**src/hdl/ipv_pkg.sv**
```systemverilog
package ipv_pkg;
    // =========================================================
    // Register map and field layout
    // =========================================================
    localparam logic [31:0] ADDR_PRIO_CTRL = 32'h0000_103c;
    localparam int          BIT_BOOT       = 7;
    localparam int          BIT_SPECIAL    = 6;
    localparam int          BIT_MODE_A     = 5;
    localparam int          BIT_VIS        = 4;
    localparam logic [3:0]  PSEL_RESET     = 4'h6;
    localparam logic [1:0]  RESP_OKAY      = 2'h0;
    localparam logic [1:0]  RESP_SLVERR    = 2'h2;

    // =========================================================
    // Maskable sources in default priority order
    // =========================================================
    localparam int          NUM_MASKABLE   = 15;
    localparam int          NUM_PERIPH     = 13;
    localparam logic [3:0]  SRC_IRQ        = 4'h0;
    localparam logic [3:0]  SRC_RTI        = 4'h1;
    localparam logic [3:0]  SRC_IC1        = 4'h2;
    localparam logic [3:0]  SRC_OC1        = 4'h5;
    localparam logic [3:0]  SRC_CAP4       = 4'h9;
    localparam logic [3:0]  SRC_TOF        = 4'ha;

    // =========================================================
    // Vector addresses
    // =========================================================
    localparam logic [15:0] VEC_IRQ        = 16'hfff2;
    localparam logic [15:0] VEC_STEP       = 16'h0002;
    localparam logic [15:0] VEC_NMI_PIN    = 16'hfff4;
    localparam logic [15:0] VEC_SW_TRAP    = 16'hfff6;
    localparam logic [15:0] VEC_ILLEGAL    = 16'hfff8;
    localparam logic [15:0] VEC_WATCHDOG   = 16'hfffa;
    localparam logic [15:0] VEC_CLKMON     = 16'hfffc;
    localparam logic [15:0] VEC_RESET      = 16'hfffe;

    // =========================================================
    // Stacking sequence
    // =========================================================
    localparam logic [3:0]  STACK_LAST     = 4'h8;

    typedef enum logic [1:0] {
        ST_IDLE   = 2'b00,
        ST_PUSH   = 2'b01,
        ST_VECTOR = 2'b10,
        ST_PULL   = 2'b11
    } ipv_state_e;
endpackage : ipv_pkg

```
**src/hdl/ipv_ctrl.sv**
```systemverilog
`timescale 1ns/1ps
module ipv_ctrl (
    input  wire logic                        ref_clk_in,
    input  wire logic                        rst_n_in,
    input  wire logic                        mode_pin_a_in,
    input  wire logic                        mode_pin_b_in,
    input  wire logic [31:0]                 s_axi_awaddr_in,
    input  wire logic                        s_axi_awvalid_in,
    output logic                             s_axi_awready_out,
    input  wire logic [31:0]                 s_axi_wdata_in,
    input  wire logic [3:0]                  s_axi_wstrb_in,
    input  wire logic                        s_axi_wvalid_in,
    output logic                             s_axi_wready_out,
    output logic [1:0]                       s_axi_bresp_out,
    output logic                             s_axi_bvalid_out,
    input  wire logic                        s_axi_bready_in,
    input  wire logic [31:0]                 s_axi_araddr_in,
    input  wire logic                        s_axi_arvalid_in,
    output logic                             s_axi_arready_out,
    output logic [31:0]                      s_axi_rdata_out,
    output logic [1:0]                       s_axi_rresp_out,
    output logic                             s_axi_rvalid_out,
    input  wire logic                        s_axi_rready_in,
    input  wire logic                        ext_request_n_in,
    input  wire logic                        nonmaskable_request_pin_n_in,
    input  wire logic [ipv_pkg::NUM_PERIPH-1:0] periph_flag_in,
    input  wire logic [ipv_pkg::NUM_PERIPH-1:0] periph_enable_in,
    input  wire logic [3:0]                  sci_flag_in,
    input  wire logic [3:0]                  sci_enable_in,
    input  wire logic                        rx_full_set_in,
    input  wire logic                        sci_status_rd_in,
    input  wire logic                        sci_data_rd_in,
    input  wire logic                        illegal_opcode_in,
    input  wire logic                        software_trap_in,
    input  wire logic                        watchdog_fail_in,
    input  wire logic                        watchdog_disable_in,
    input  wire logic                        clock_monitor_fail_in,
    input  wire logic                        clock_monitor_enable_in,
    input  wire logic                        global_mask_in,
    input  wire logic                        x_mask_in,
    input  wire logic                        instr_done_in,
    input  wire logic                        return_in,
    input  wire logic [15:0]                 stack_pointer_in,
    input  wire logic [71:0]                 frame_in,
    output logic                             stack_we_out,
    output logic                             stack_re_out,
    output logic [15:0]                      stack_addr_out,
    output logic [7:0]                       stack_data_out,
    output logic [3:0]                       restore_idx_out,
    output logic                             set_global_mask_out,
    output logic                             set_x_mask_out,
    output logic                             vector_valid_out,
    output logic [15:0]                      vector_addr_out,
    output logic                             busy_out,
    output logic                             read_visible_out,
    output logic                             clock_out_enable_out,
    output logic                             rx_full_out
);
    import ipv_pkg::*;

    typedef struct packed {
        ipv_state_e  st;
        logic [3:0]  step;
        logic [15:0] sp;
        logic [71:0] frame;
        logic        sel_x;
        logic [15:0] vec;
        logic        strap_done;
        logic        boot;
        logic        special;
        logic        mode_a;
        logic        vis;
        logic [3:0]  psel;
        logic        rx_full;
        logic        rx_armed;
        logic        awready;
        logic        wready;
        logic        aw_hit;
        logic [7:0]  wbyte;
        logic        wlane0;
        logic        bvalid;
        logic [1:0]  bresp;
        logic        arready;
        logic        rvalid;
        logic [31:0] rdata;
        logic [1:0]  rresp;
        logic        stack_we;
        logic        stack_re;
        logic [15:0] stack_addr;
        logic [7:0]  stack_data;
        logic [3:0]  restore_idx;
        logic        set_i;
        logic        set_x;
        logic        vec_valid;
        logic [15:0] vector;
        logic        busy;
        logic        read_vis;
        logic        clk_out_en;
    } ipv_regs_s;

    ipv_regs_s q;
    ipv_regs_s d;

    // =========================================================
    // Priority resolution
    // =========================================================
    function automatic logic [3:0] promoted_src(input logic [3:0] code);
        logic [3:0] s;
        s = SRC_IRQ;
        if (code <= 4'h4)
            s = 4'(SRC_TOF + code);
        else if (code == 4'h7)
            s = SRC_RTI;
        else if (code >= 4'h8 && code <= 4'ha)
            s = 4'(SRC_IC1 + code - 4'h8);
        else if (code >= 4'hb && code <= 4'he)
            s = 4'(SRC_OC1 + code - 4'hb);
        else if (code == 4'hf)
            s = SRC_CAP4;
        return s;
    endfunction : promoted_src

    logic [NUM_MASKABLE-1:0] m_req;
    logic                    sci_req;
    logic                    nmi_pin_req;
    logic                    nm_any;
    logic                    mk_any;
    logic                    start;
    logic [3:0]              win;
    logic [3:0]              prom;
    logic [15:0]             pick_vec;

    always_comb
    begin
        sci_req = ((q.rx_full | sci_flag_in[0]) & sci_enable_in[0])
                | |(sci_flag_in[3:1] & sci_enable_in[3:1]);
        m_req   = {sci_req, periph_flag_in & periph_enable_in, ~ext_request_n_in};
        nmi_pin_req = ~nonmaskable_request_pin_n_in & ~x_mask_in;
        nm_any  = (clock_monitor_fail_in & clock_monitor_enable_in)
                | (watchdog_fail_in & ~watchdog_disable_in)
                | nmi_pin_req | illegal_opcode_in | software_trap_in;
        mk_any  = ~global_mask_in & |m_req;
        start   = (q.st == ST_IDLE) && q.strap_done && instr_done_in
                && (nm_any || mk_any);
        prom    = promoted_src(q.psel);
        win     = 4'h0;
        for (int i = NUM_MASKABLE - 1; i >= 0; i--)
        begin
            if (m_req[i])
                win = 4'(i);
        end
        if (m_req[prom])
            win = prom;
        if (clock_monitor_fail_in & clock_monitor_enable_in)
            pick_vec = VEC_CLKMON;
        else if (watchdog_fail_in & ~watchdog_disable_in)
            pick_vec = VEC_WATCHDOG;
        else if (nmi_pin_req)
            pick_vec = VEC_NMI_PIN;
        else if (illegal_opcode_in)
            pick_vec = VEC_ILLEGAL;
        else if (software_trap_in)
            pick_vec = VEC_SW_TRAP;
        else
            pick_vec = 16'(VEC_IRQ - VEC_STEP * {12'h000, win});
    end

    // =========================================================
    // Next state
    // =========================================================
    logic       aw_fire;
    logic       w_fire;
    logic       wr_go;
    logic [7:0] reg_val;

    always_comb
    begin
        d        = q;
        aw_fire  = s_axi_awvalid_in & q.awready;
        w_fire   = s_axi_wvalid_in & q.wready;
        wr_go    = !q.awready && !q.wready && !q.bvalid;
        reg_val  = {q.boot & q.special, q.special, q.mode_a, q.vis, q.psel};
        d.stack_we  = 1'b0;
        d.stack_re  = 1'b0;
        d.set_i     = 1'b0;
        d.set_x     = 1'b0;
        d.vec_valid = 1'b0;

        // Mode straps are caught on the first edge after reset release.
        if (!q.strap_done)
        begin
            d.strap_done = 1'b1;
            d.special    = ~mode_pin_b_in;
            d.mode_a     = mode_pin_a_in;
            d.boot       = ~mode_pin_b_in & ~mode_pin_a_in;
            d.vis        = ~mode_pin_b_in & mode_pin_a_in;
        end
        d.read_vis   = q.vis & q.mode_a;
        d.clk_out_en = q.vis & ~q.mode_a;

        // Receive-full flag; a new arrival wins over the clearing read.
        if (sci_status_rd_in && q.rx_full)
            d.rx_armed = 1'b1;
        if (sci_data_rd_in && q.rx_armed)
        begin
            d.rx_full  = 1'b0;
            d.rx_armed = 1'b0;
        end
        if (rx_full_set_in)
            d.rx_full = 1'b1;

        // AXI4-Lite write: address and data in either order.
        if (aw_fire)
        begin
            d.awready = 1'b0;
            d.aw_hit  = (s_axi_awaddr_in == ADDR_PRIO_CTRL);
        end
        if (w_fire)
        begin
            d.wready = 1'b0;
            d.wbyte  = s_axi_wdata_in[7:0];
            d.wlane0 = s_axi_wstrb_in[0];
        end
        if (wr_go)
        begin
            d.bvalid = 1'b1;
            d.bresp  = q.aw_hit ? RESP_OKAY : RESP_SLVERR;
            if (q.aw_hit && q.wlane0)
            begin
                d.vis = q.wbyte[BIT_VIS];
                if (q.special)
                    d.boot = q.wbyte[BIT_BOOT];
                if (global_mask_in)
                    d.psel = q.wbyte[3:0];
            end
        end
        if (q.bvalid && s_axi_bready_in)
        begin
            d.bvalid  = 1'b0;
            d.awready = 1'b1;
            d.wready  = 1'b1;
        end

        // AXI4-Lite read.
        if (s_axi_arvalid_in && q.arready)
        begin
            d.arready = 1'b0;
            d.rvalid  = 1'b1;
            d.rdata   = (s_axi_araddr_in == ADDR_PRIO_CTRL) ? {24'h000000, reg_val} : 32'h0;
            d.rresp   = (s_axi_araddr_in == ADDR_PRIO_CTRL) ? RESP_OKAY : RESP_SLVERR;
        end
        if (q.rvalid && s_axi_rready_in)
        begin
            d.rvalid  = 1'b0;
            d.arready = 1'b1;
        end

        // Stacking, vectoring and return.
        unique case (q.st)
            ST_IDLE:
            begin
                if (start)
                begin
                    d.st    = ST_PUSH;
                    d.step  = 4'h0;
                    d.sp    = stack_pointer_in;
                    d.frame = frame_in;
                    d.vec   = pick_vec;
                    d.sel_x = nmi_pin_req;
                    d.busy  = 1'b1;
                end
                else if (return_in && q.strap_done)
                begin
                    d.st   = ST_PULL;
                    d.step = 4'h0;
                    d.sp   = stack_pointer_in;
                    d.busy = 1'b1;
                end
            end
            ST_PUSH:
            begin
                d.stack_we   = 1'b1;
                d.stack_addr = 16'(q.sp - {12'h000, q.step});
                d.stack_data = q.frame[{q.step, 3'b000} +: 8];
                d.step       = 4'(q.step + 4'h1);
                if (q.step == STACK_LAST)
                    d.st = ST_VECTOR;
            end
            ST_VECTOR:
            begin
                d.set_i     = 1'b1;
                d.set_x     = q.sel_x;
                d.vec_valid = 1'b1;
                d.vector    = q.vec;
                d.busy      = 1'b0;
                d.st        = ST_IDLE;
            end
            ST_PULL:
            begin
                d.stack_re    = 1'b1;
                d.stack_addr  = 16'(q.sp + {12'h000, q.step} + 16'h0001);
                d.restore_idx = 4'(STACK_LAST - q.step);
                d.step        = 4'(q.step + 4'h1);
                if (q.step == STACK_LAST)
                begin
                    d.st   = ST_IDLE;
                    d.busy = 1'b0;
                end
            end
        endcase
    end

    always_ff @(posedge ref_clk_in or negedge rst_n_in)
    begin
        if (!rst_n_in)
        begin
            q         <= '0;
            q.st      <= ST_IDLE;
            q.psel    <= PSEL_RESET;
            q.awready <= 1'b1;
            q.wready  <= 1'b1;
            q.arready <= 1'b1;
            q.vector  <= VEC_RESET;
        end
        else
            q <= d;
    end

    assign s_axi_awready_out    = q.awready;
    assign s_axi_wready_out     = q.wready;
    assign s_axi_bvalid_out     = q.bvalid;
    assign s_axi_bresp_out      = q.bresp;
    assign s_axi_arready_out    = q.arready;
    assign s_axi_rvalid_out     = q.rvalid;
    assign s_axi_rdata_out      = q.rdata;
    assign s_axi_rresp_out      = q.rresp;
    assign stack_we_out         = q.stack_we;
    assign stack_re_out         = q.stack_re;
    assign stack_addr_out       = q.stack_addr;
    assign stack_data_out       = q.stack_data;
    assign restore_idx_out      = q.restore_idx;
    assign set_global_mask_out  = q.set_i;
    assign set_x_mask_out       = q.set_x;
    assign vector_valid_out     = q.vec_valid;
    assign vector_addr_out      = q.vector;
    assign busy_out             = q.busy;
    assign read_visible_out     = q.read_vis;
    assign clock_out_enable_out = q.clk_out_en;
    assign rx_full_out          = q.rx_full;
endmodule : ipv_ctrl

```
**config.mk**
```make
export PLATFORM = sky130hd
export DESIGN_NAME = ipv_ctrl
export DESIGN_NICKNAME = d
export VERILOG_FILES = /design/src/hdl/ipv_pkg.sv /design/src/hdl/ipv_ctrl.sv
export SDC_FILE = /design/constraint.sdc
export NUM_CORES = 1
export LEC_CHECK = 0
export BUFFER_PORTS_ARGS = -buffer_cell sky130_fd_sc_hd__buf_2
export CAP_MARGIN = 20
export CORE_AREA = 2 2 140 142
export CTS_CLUSTER_SIZE = 8
export DETAILED_ROUTE_END_ITERATION = 6
export DIE_AREA = 0 0 142 144
export PLACE_DENSITY = 0.84
export SLEW_MARGIN = 15
export SYNTH_ARGS = -nofsm -noshare
export SYNTH_HDL_FRONTEND = slang
export SYNTH_SLANG_ARGS = --single-unit
```
**constraint.sdc**
```tcl
create_clock -name ref_clk_in -period 9.3 [get_ports ref_clk_in]
set_clock_uncertainty 0.05 [all_clocks]
set_input_delay 1.395 -clock ref_clk_in [delete_from_list [all_inputs] [get_ports ref_clk_in]]
set_output_delay 1.395 -clock ref_clk_in [all_outputs]
set_load 0.05 [all_outputs]
```
==> results.sh <==
export IMPL_ios=340
export IMPL_synth_edf_count=0
export IMPL_gr_total_overflow=0
export IMPL_cts_inserted_buffers=17
export IMPL_worstSetupPathType="input pin to flop"
export IMPL_synth_top_family_by_area="simple AND/OR/NAND/NOR gates"
export IMPL_slew_viol_final=0
export IMPL_grt_pass1_vias=7302
export IMPL_cts_tree="yes"
export IMPL_grt_use_total=0.222
export IMPL_switching_share=0.431
export IMPL_synthesis_area_um2=9330
export IMPL_clkPwrFrac=0.198
export IMPL_outcome="finished, final reports clean"
export IMPL_grt_max_degree=107
export IMPL_drive_above_1_share=0.332
export IMPL_tightest_slew_ns=0.962
export IMPL_fin_setup_tns_ns=0
export IMPL_synth_compound_area_frac=0.101
export IMPL_cts_setup_buffers=0
export IMPL_cellLeakagePower_uw=0.00555
export IMPL_holdBufCountCts=0
export IMPL_slew_headroom=0.356
export IMPL_cts_root_buffer="clkbuf_16"
export IMPL_cts_sinks=176
export IMPL_placed_cells=1405
export IMPL_antenna_found_initial=1
export IMPL_combPwrFrac=0.436
export IMPL_num_vias=7547
export IMPL_wl_per_cell_um=15.6
export IMPL_placed_area_um2=10400
export IMPL_endpoint_kind="flop"
export IMPL_cp_start_kind="input pin"
export IMPL_grt_use_met3=0.0351
export IMPL_die_h_um=144
export IMPL_ys_async_sr_fraction=1.00
export IMPL_yosysSeqAreaShare=0.474
export IMPL_met1_usage=0.288
export IMPL_post_synth_cell_area_avg_um2=9.58
export IMPL_p_int_uw=2080
export IMPL_yosys_top_cells_area="dfrtp_1, nand2_1, buf_4, mux2_2, mux4_2"
export IMPL_max_freq_mhz=239
export IMPL_crit_fanout=84
export IMPL_routed_wl_mm=22.5
export IMPL_setup_viol=0
export IMPL_synth_fa_ha_area_frac=0.0204
export IMPL_seq_power_share=0.366
export IMPL_post_dp_hpwl_mm=16.7
export IMPL_yosys_area_share_simple=0.187
export IMPL_htree_levels=4
export IMPL_hp_class="flop to flop"
export IMPL_drt_vias_per_instance=5.24
export IMPL_netlist_area_leader_share=0.443
export IMPL_path_clk_slew_ns=0.07
export IMPL_core_area_um2=19100
export IMPL_cp_required_ns=9.55
export IMPL_synthCells=973
export IMPL_syn_to_final_growth_pct=17.9
export IMPL_first_iter_violations=443
export IMPL_maxCapViolCount=0
export IMPL_clock_latency_ns=0.43
export IMPL_final_antenna_net_count=0
export IMPL_arrival_ns=4.43
export IMPL_gp_congestion=0.867
export IMPL_numPortBuffers=283
export IMPL_yosys_top_cells_count="nand2_1, dfrtp_1, buf_4"
export IMPL_start_util=0.489
export IMPL_dieArea_um2=20400
export IMPL_layout_nets=1447
export IMPL_synth_cell_types=76
export IMPL_clockBufferDepth=2
export IMPL_row_count=51
export IMPL_yosysTopAreaCell="dfrtp_1"
export IMPL_period_minus_slack_ns=4.18
export IMPL_drc=0
export IMPL_rsz0062_at_grt="false"
export IMPL_ys_dominant_reg_cell="dfrtp_1"
export IMPL_fin_cells=1439
export IMPL_min_period_over_period=0.449
export IMPL_synth_mux_area_frac=0.102
export IMPL_finish_instance_area_um2=11000
export IMPL_nFillCells=1639
export IMPL_post_cts_resized=0
export IMPL_powerDensity_nw_per_um2=333
export IMPL_p_switching_uw=1580
export IMPL_hold_viol=0
export IMPL_die_x_um=142
export IMPL_busiest_layer="met2"
export IMPL_grt_pass1_wl_mm=35.9
export IMPL_vdd_ir_drop_max_uv=130
export IMPL_synthXorXnorAreaFrac=0.0197
export IMPL_grt_use_met2=0.370
export IMPL_first_pass_iters=5
export IMPL_synth_warnings=0
export IMPL_holdWs_ns=0.417
export IMPL_ys_ff_latch=176
export IMPL_synth_most_common_cell="nand2_1"
==> area by class of cell <==
class	instances	area [um2]	area share
antenna	1	2.50	0.000228
clock inverter	12	151	0.0138
inverter	24	90.1	0.00819
clock buffer	20	447	0.0406
tap	238	298	0.0271
multi-input combinational	679	4120	0.374
timing repair buffer	289	1480	0.134
sequential	176	4420	0.402
==> path summary, 6_finish.rpt <==
| kind | start | cells after the start | slack, ns | to |
|---|---|---|---|---|
| worst min-delay path | q[128]$_DFFE_PN0P_ | 1 | 0.42 | q[128]$_DFFE_PN0P_ |
| worst max register to register | q[221]$_DFFE_PN0P_ | 10 | 6.07 | stack_addr_out[14]$_DFFE_PN0P_ |
| worst min register to register | q[128]$_DFFE_PN0P_ | 1 | 0.42 | q[128]$_DFFE_PN0P_ |
| min in group asynchronous | rst_n_in | 1 | 1.02 | q[200]$_DFFE_PN0P_ |
| max in group asynchronous | rst_n_in | 2 | 6.68 | q[91]$_DFFE_PN0P_ |
| worst max-delay path | sci_flag_in[3] | 9 | 5.12 | q[208]$_DFFE_PN0P_ |
==> layer usage <==
metal | share of wire | routed length [um]
met5 | 0 | 0
met3 | 0.041 | 926
met2 | 0.50 | 11200
met1 | 0.43 | 9740
met4 | 0.028 | 635
==> logic make-up (layout without fill, tap and decap cells) <==
logic type                 Yosys count  count (layout)
AOI/OAI and AO/OA                  143             143
xor gates and xnor gates            21              21
adders and majority gates           14              14
buffers and inverters              144             345
DFF                                176             176
muxes                               68              68
other                                2              29
and+or+nand+nor                    405             405
==> per-stage QoR <==
step	util	setup WS (ns)	total power [uW]
after floorplan	-	5.90	2680
after global placement	0.544	4.71	2880
after detailed placement	0.544	4.59	2940
after CTS	0.576	5.04	3680
after global routing	0.576	4.90	3910
final	0.576	5.12	3660
==> power groups by stage <==
stage                     logic [uW]  registers [uW]  clock network, uW
after floorplan                 1370            1310                  0
after global placement          1540            1340                  0
after detailed placement        1580            1370                  0
after CTS                       1590            1360                740
after global routing            1750            1380                773
final                           1600            1340                726
==> layout by cell type, fill, tap and decap left out, types with 12 or more instances in the layout <==
cell,synthesis,routed
mux4_2,17,17
mux2_2,34,34
a21oi_1,57,57
nor4_1,13,13
dfrtp_1,165,165
ha_1,12,12
o21ai_0,22,22
nor2_1,40,40
nand3_1,17,17
nand2_1,279,279
clkbuf_16,0,17
inv_1,22,22
conb_1,2,28
buf_2,14,282
==> critical path: stages <==
cell and delay, ns:
buf_2 0.10, a222oi_1 0.59, nand3_1 0.24, or2_1 0.30
o31ai_4 0.24, buf_4 0.69, nand2_2 0.18, nand2_4 0.30
mux2_2 0.38
==> registers in the layout (all words and copies together) (netlist names), 4 cells and up <==
signal and count:
restore_idx_out 4, q 119, stack_addr_out 16, vector_addr_out 6, stack_data_out 8, s_axi_rdata_out 8
(Power assumes the default switching activity.)
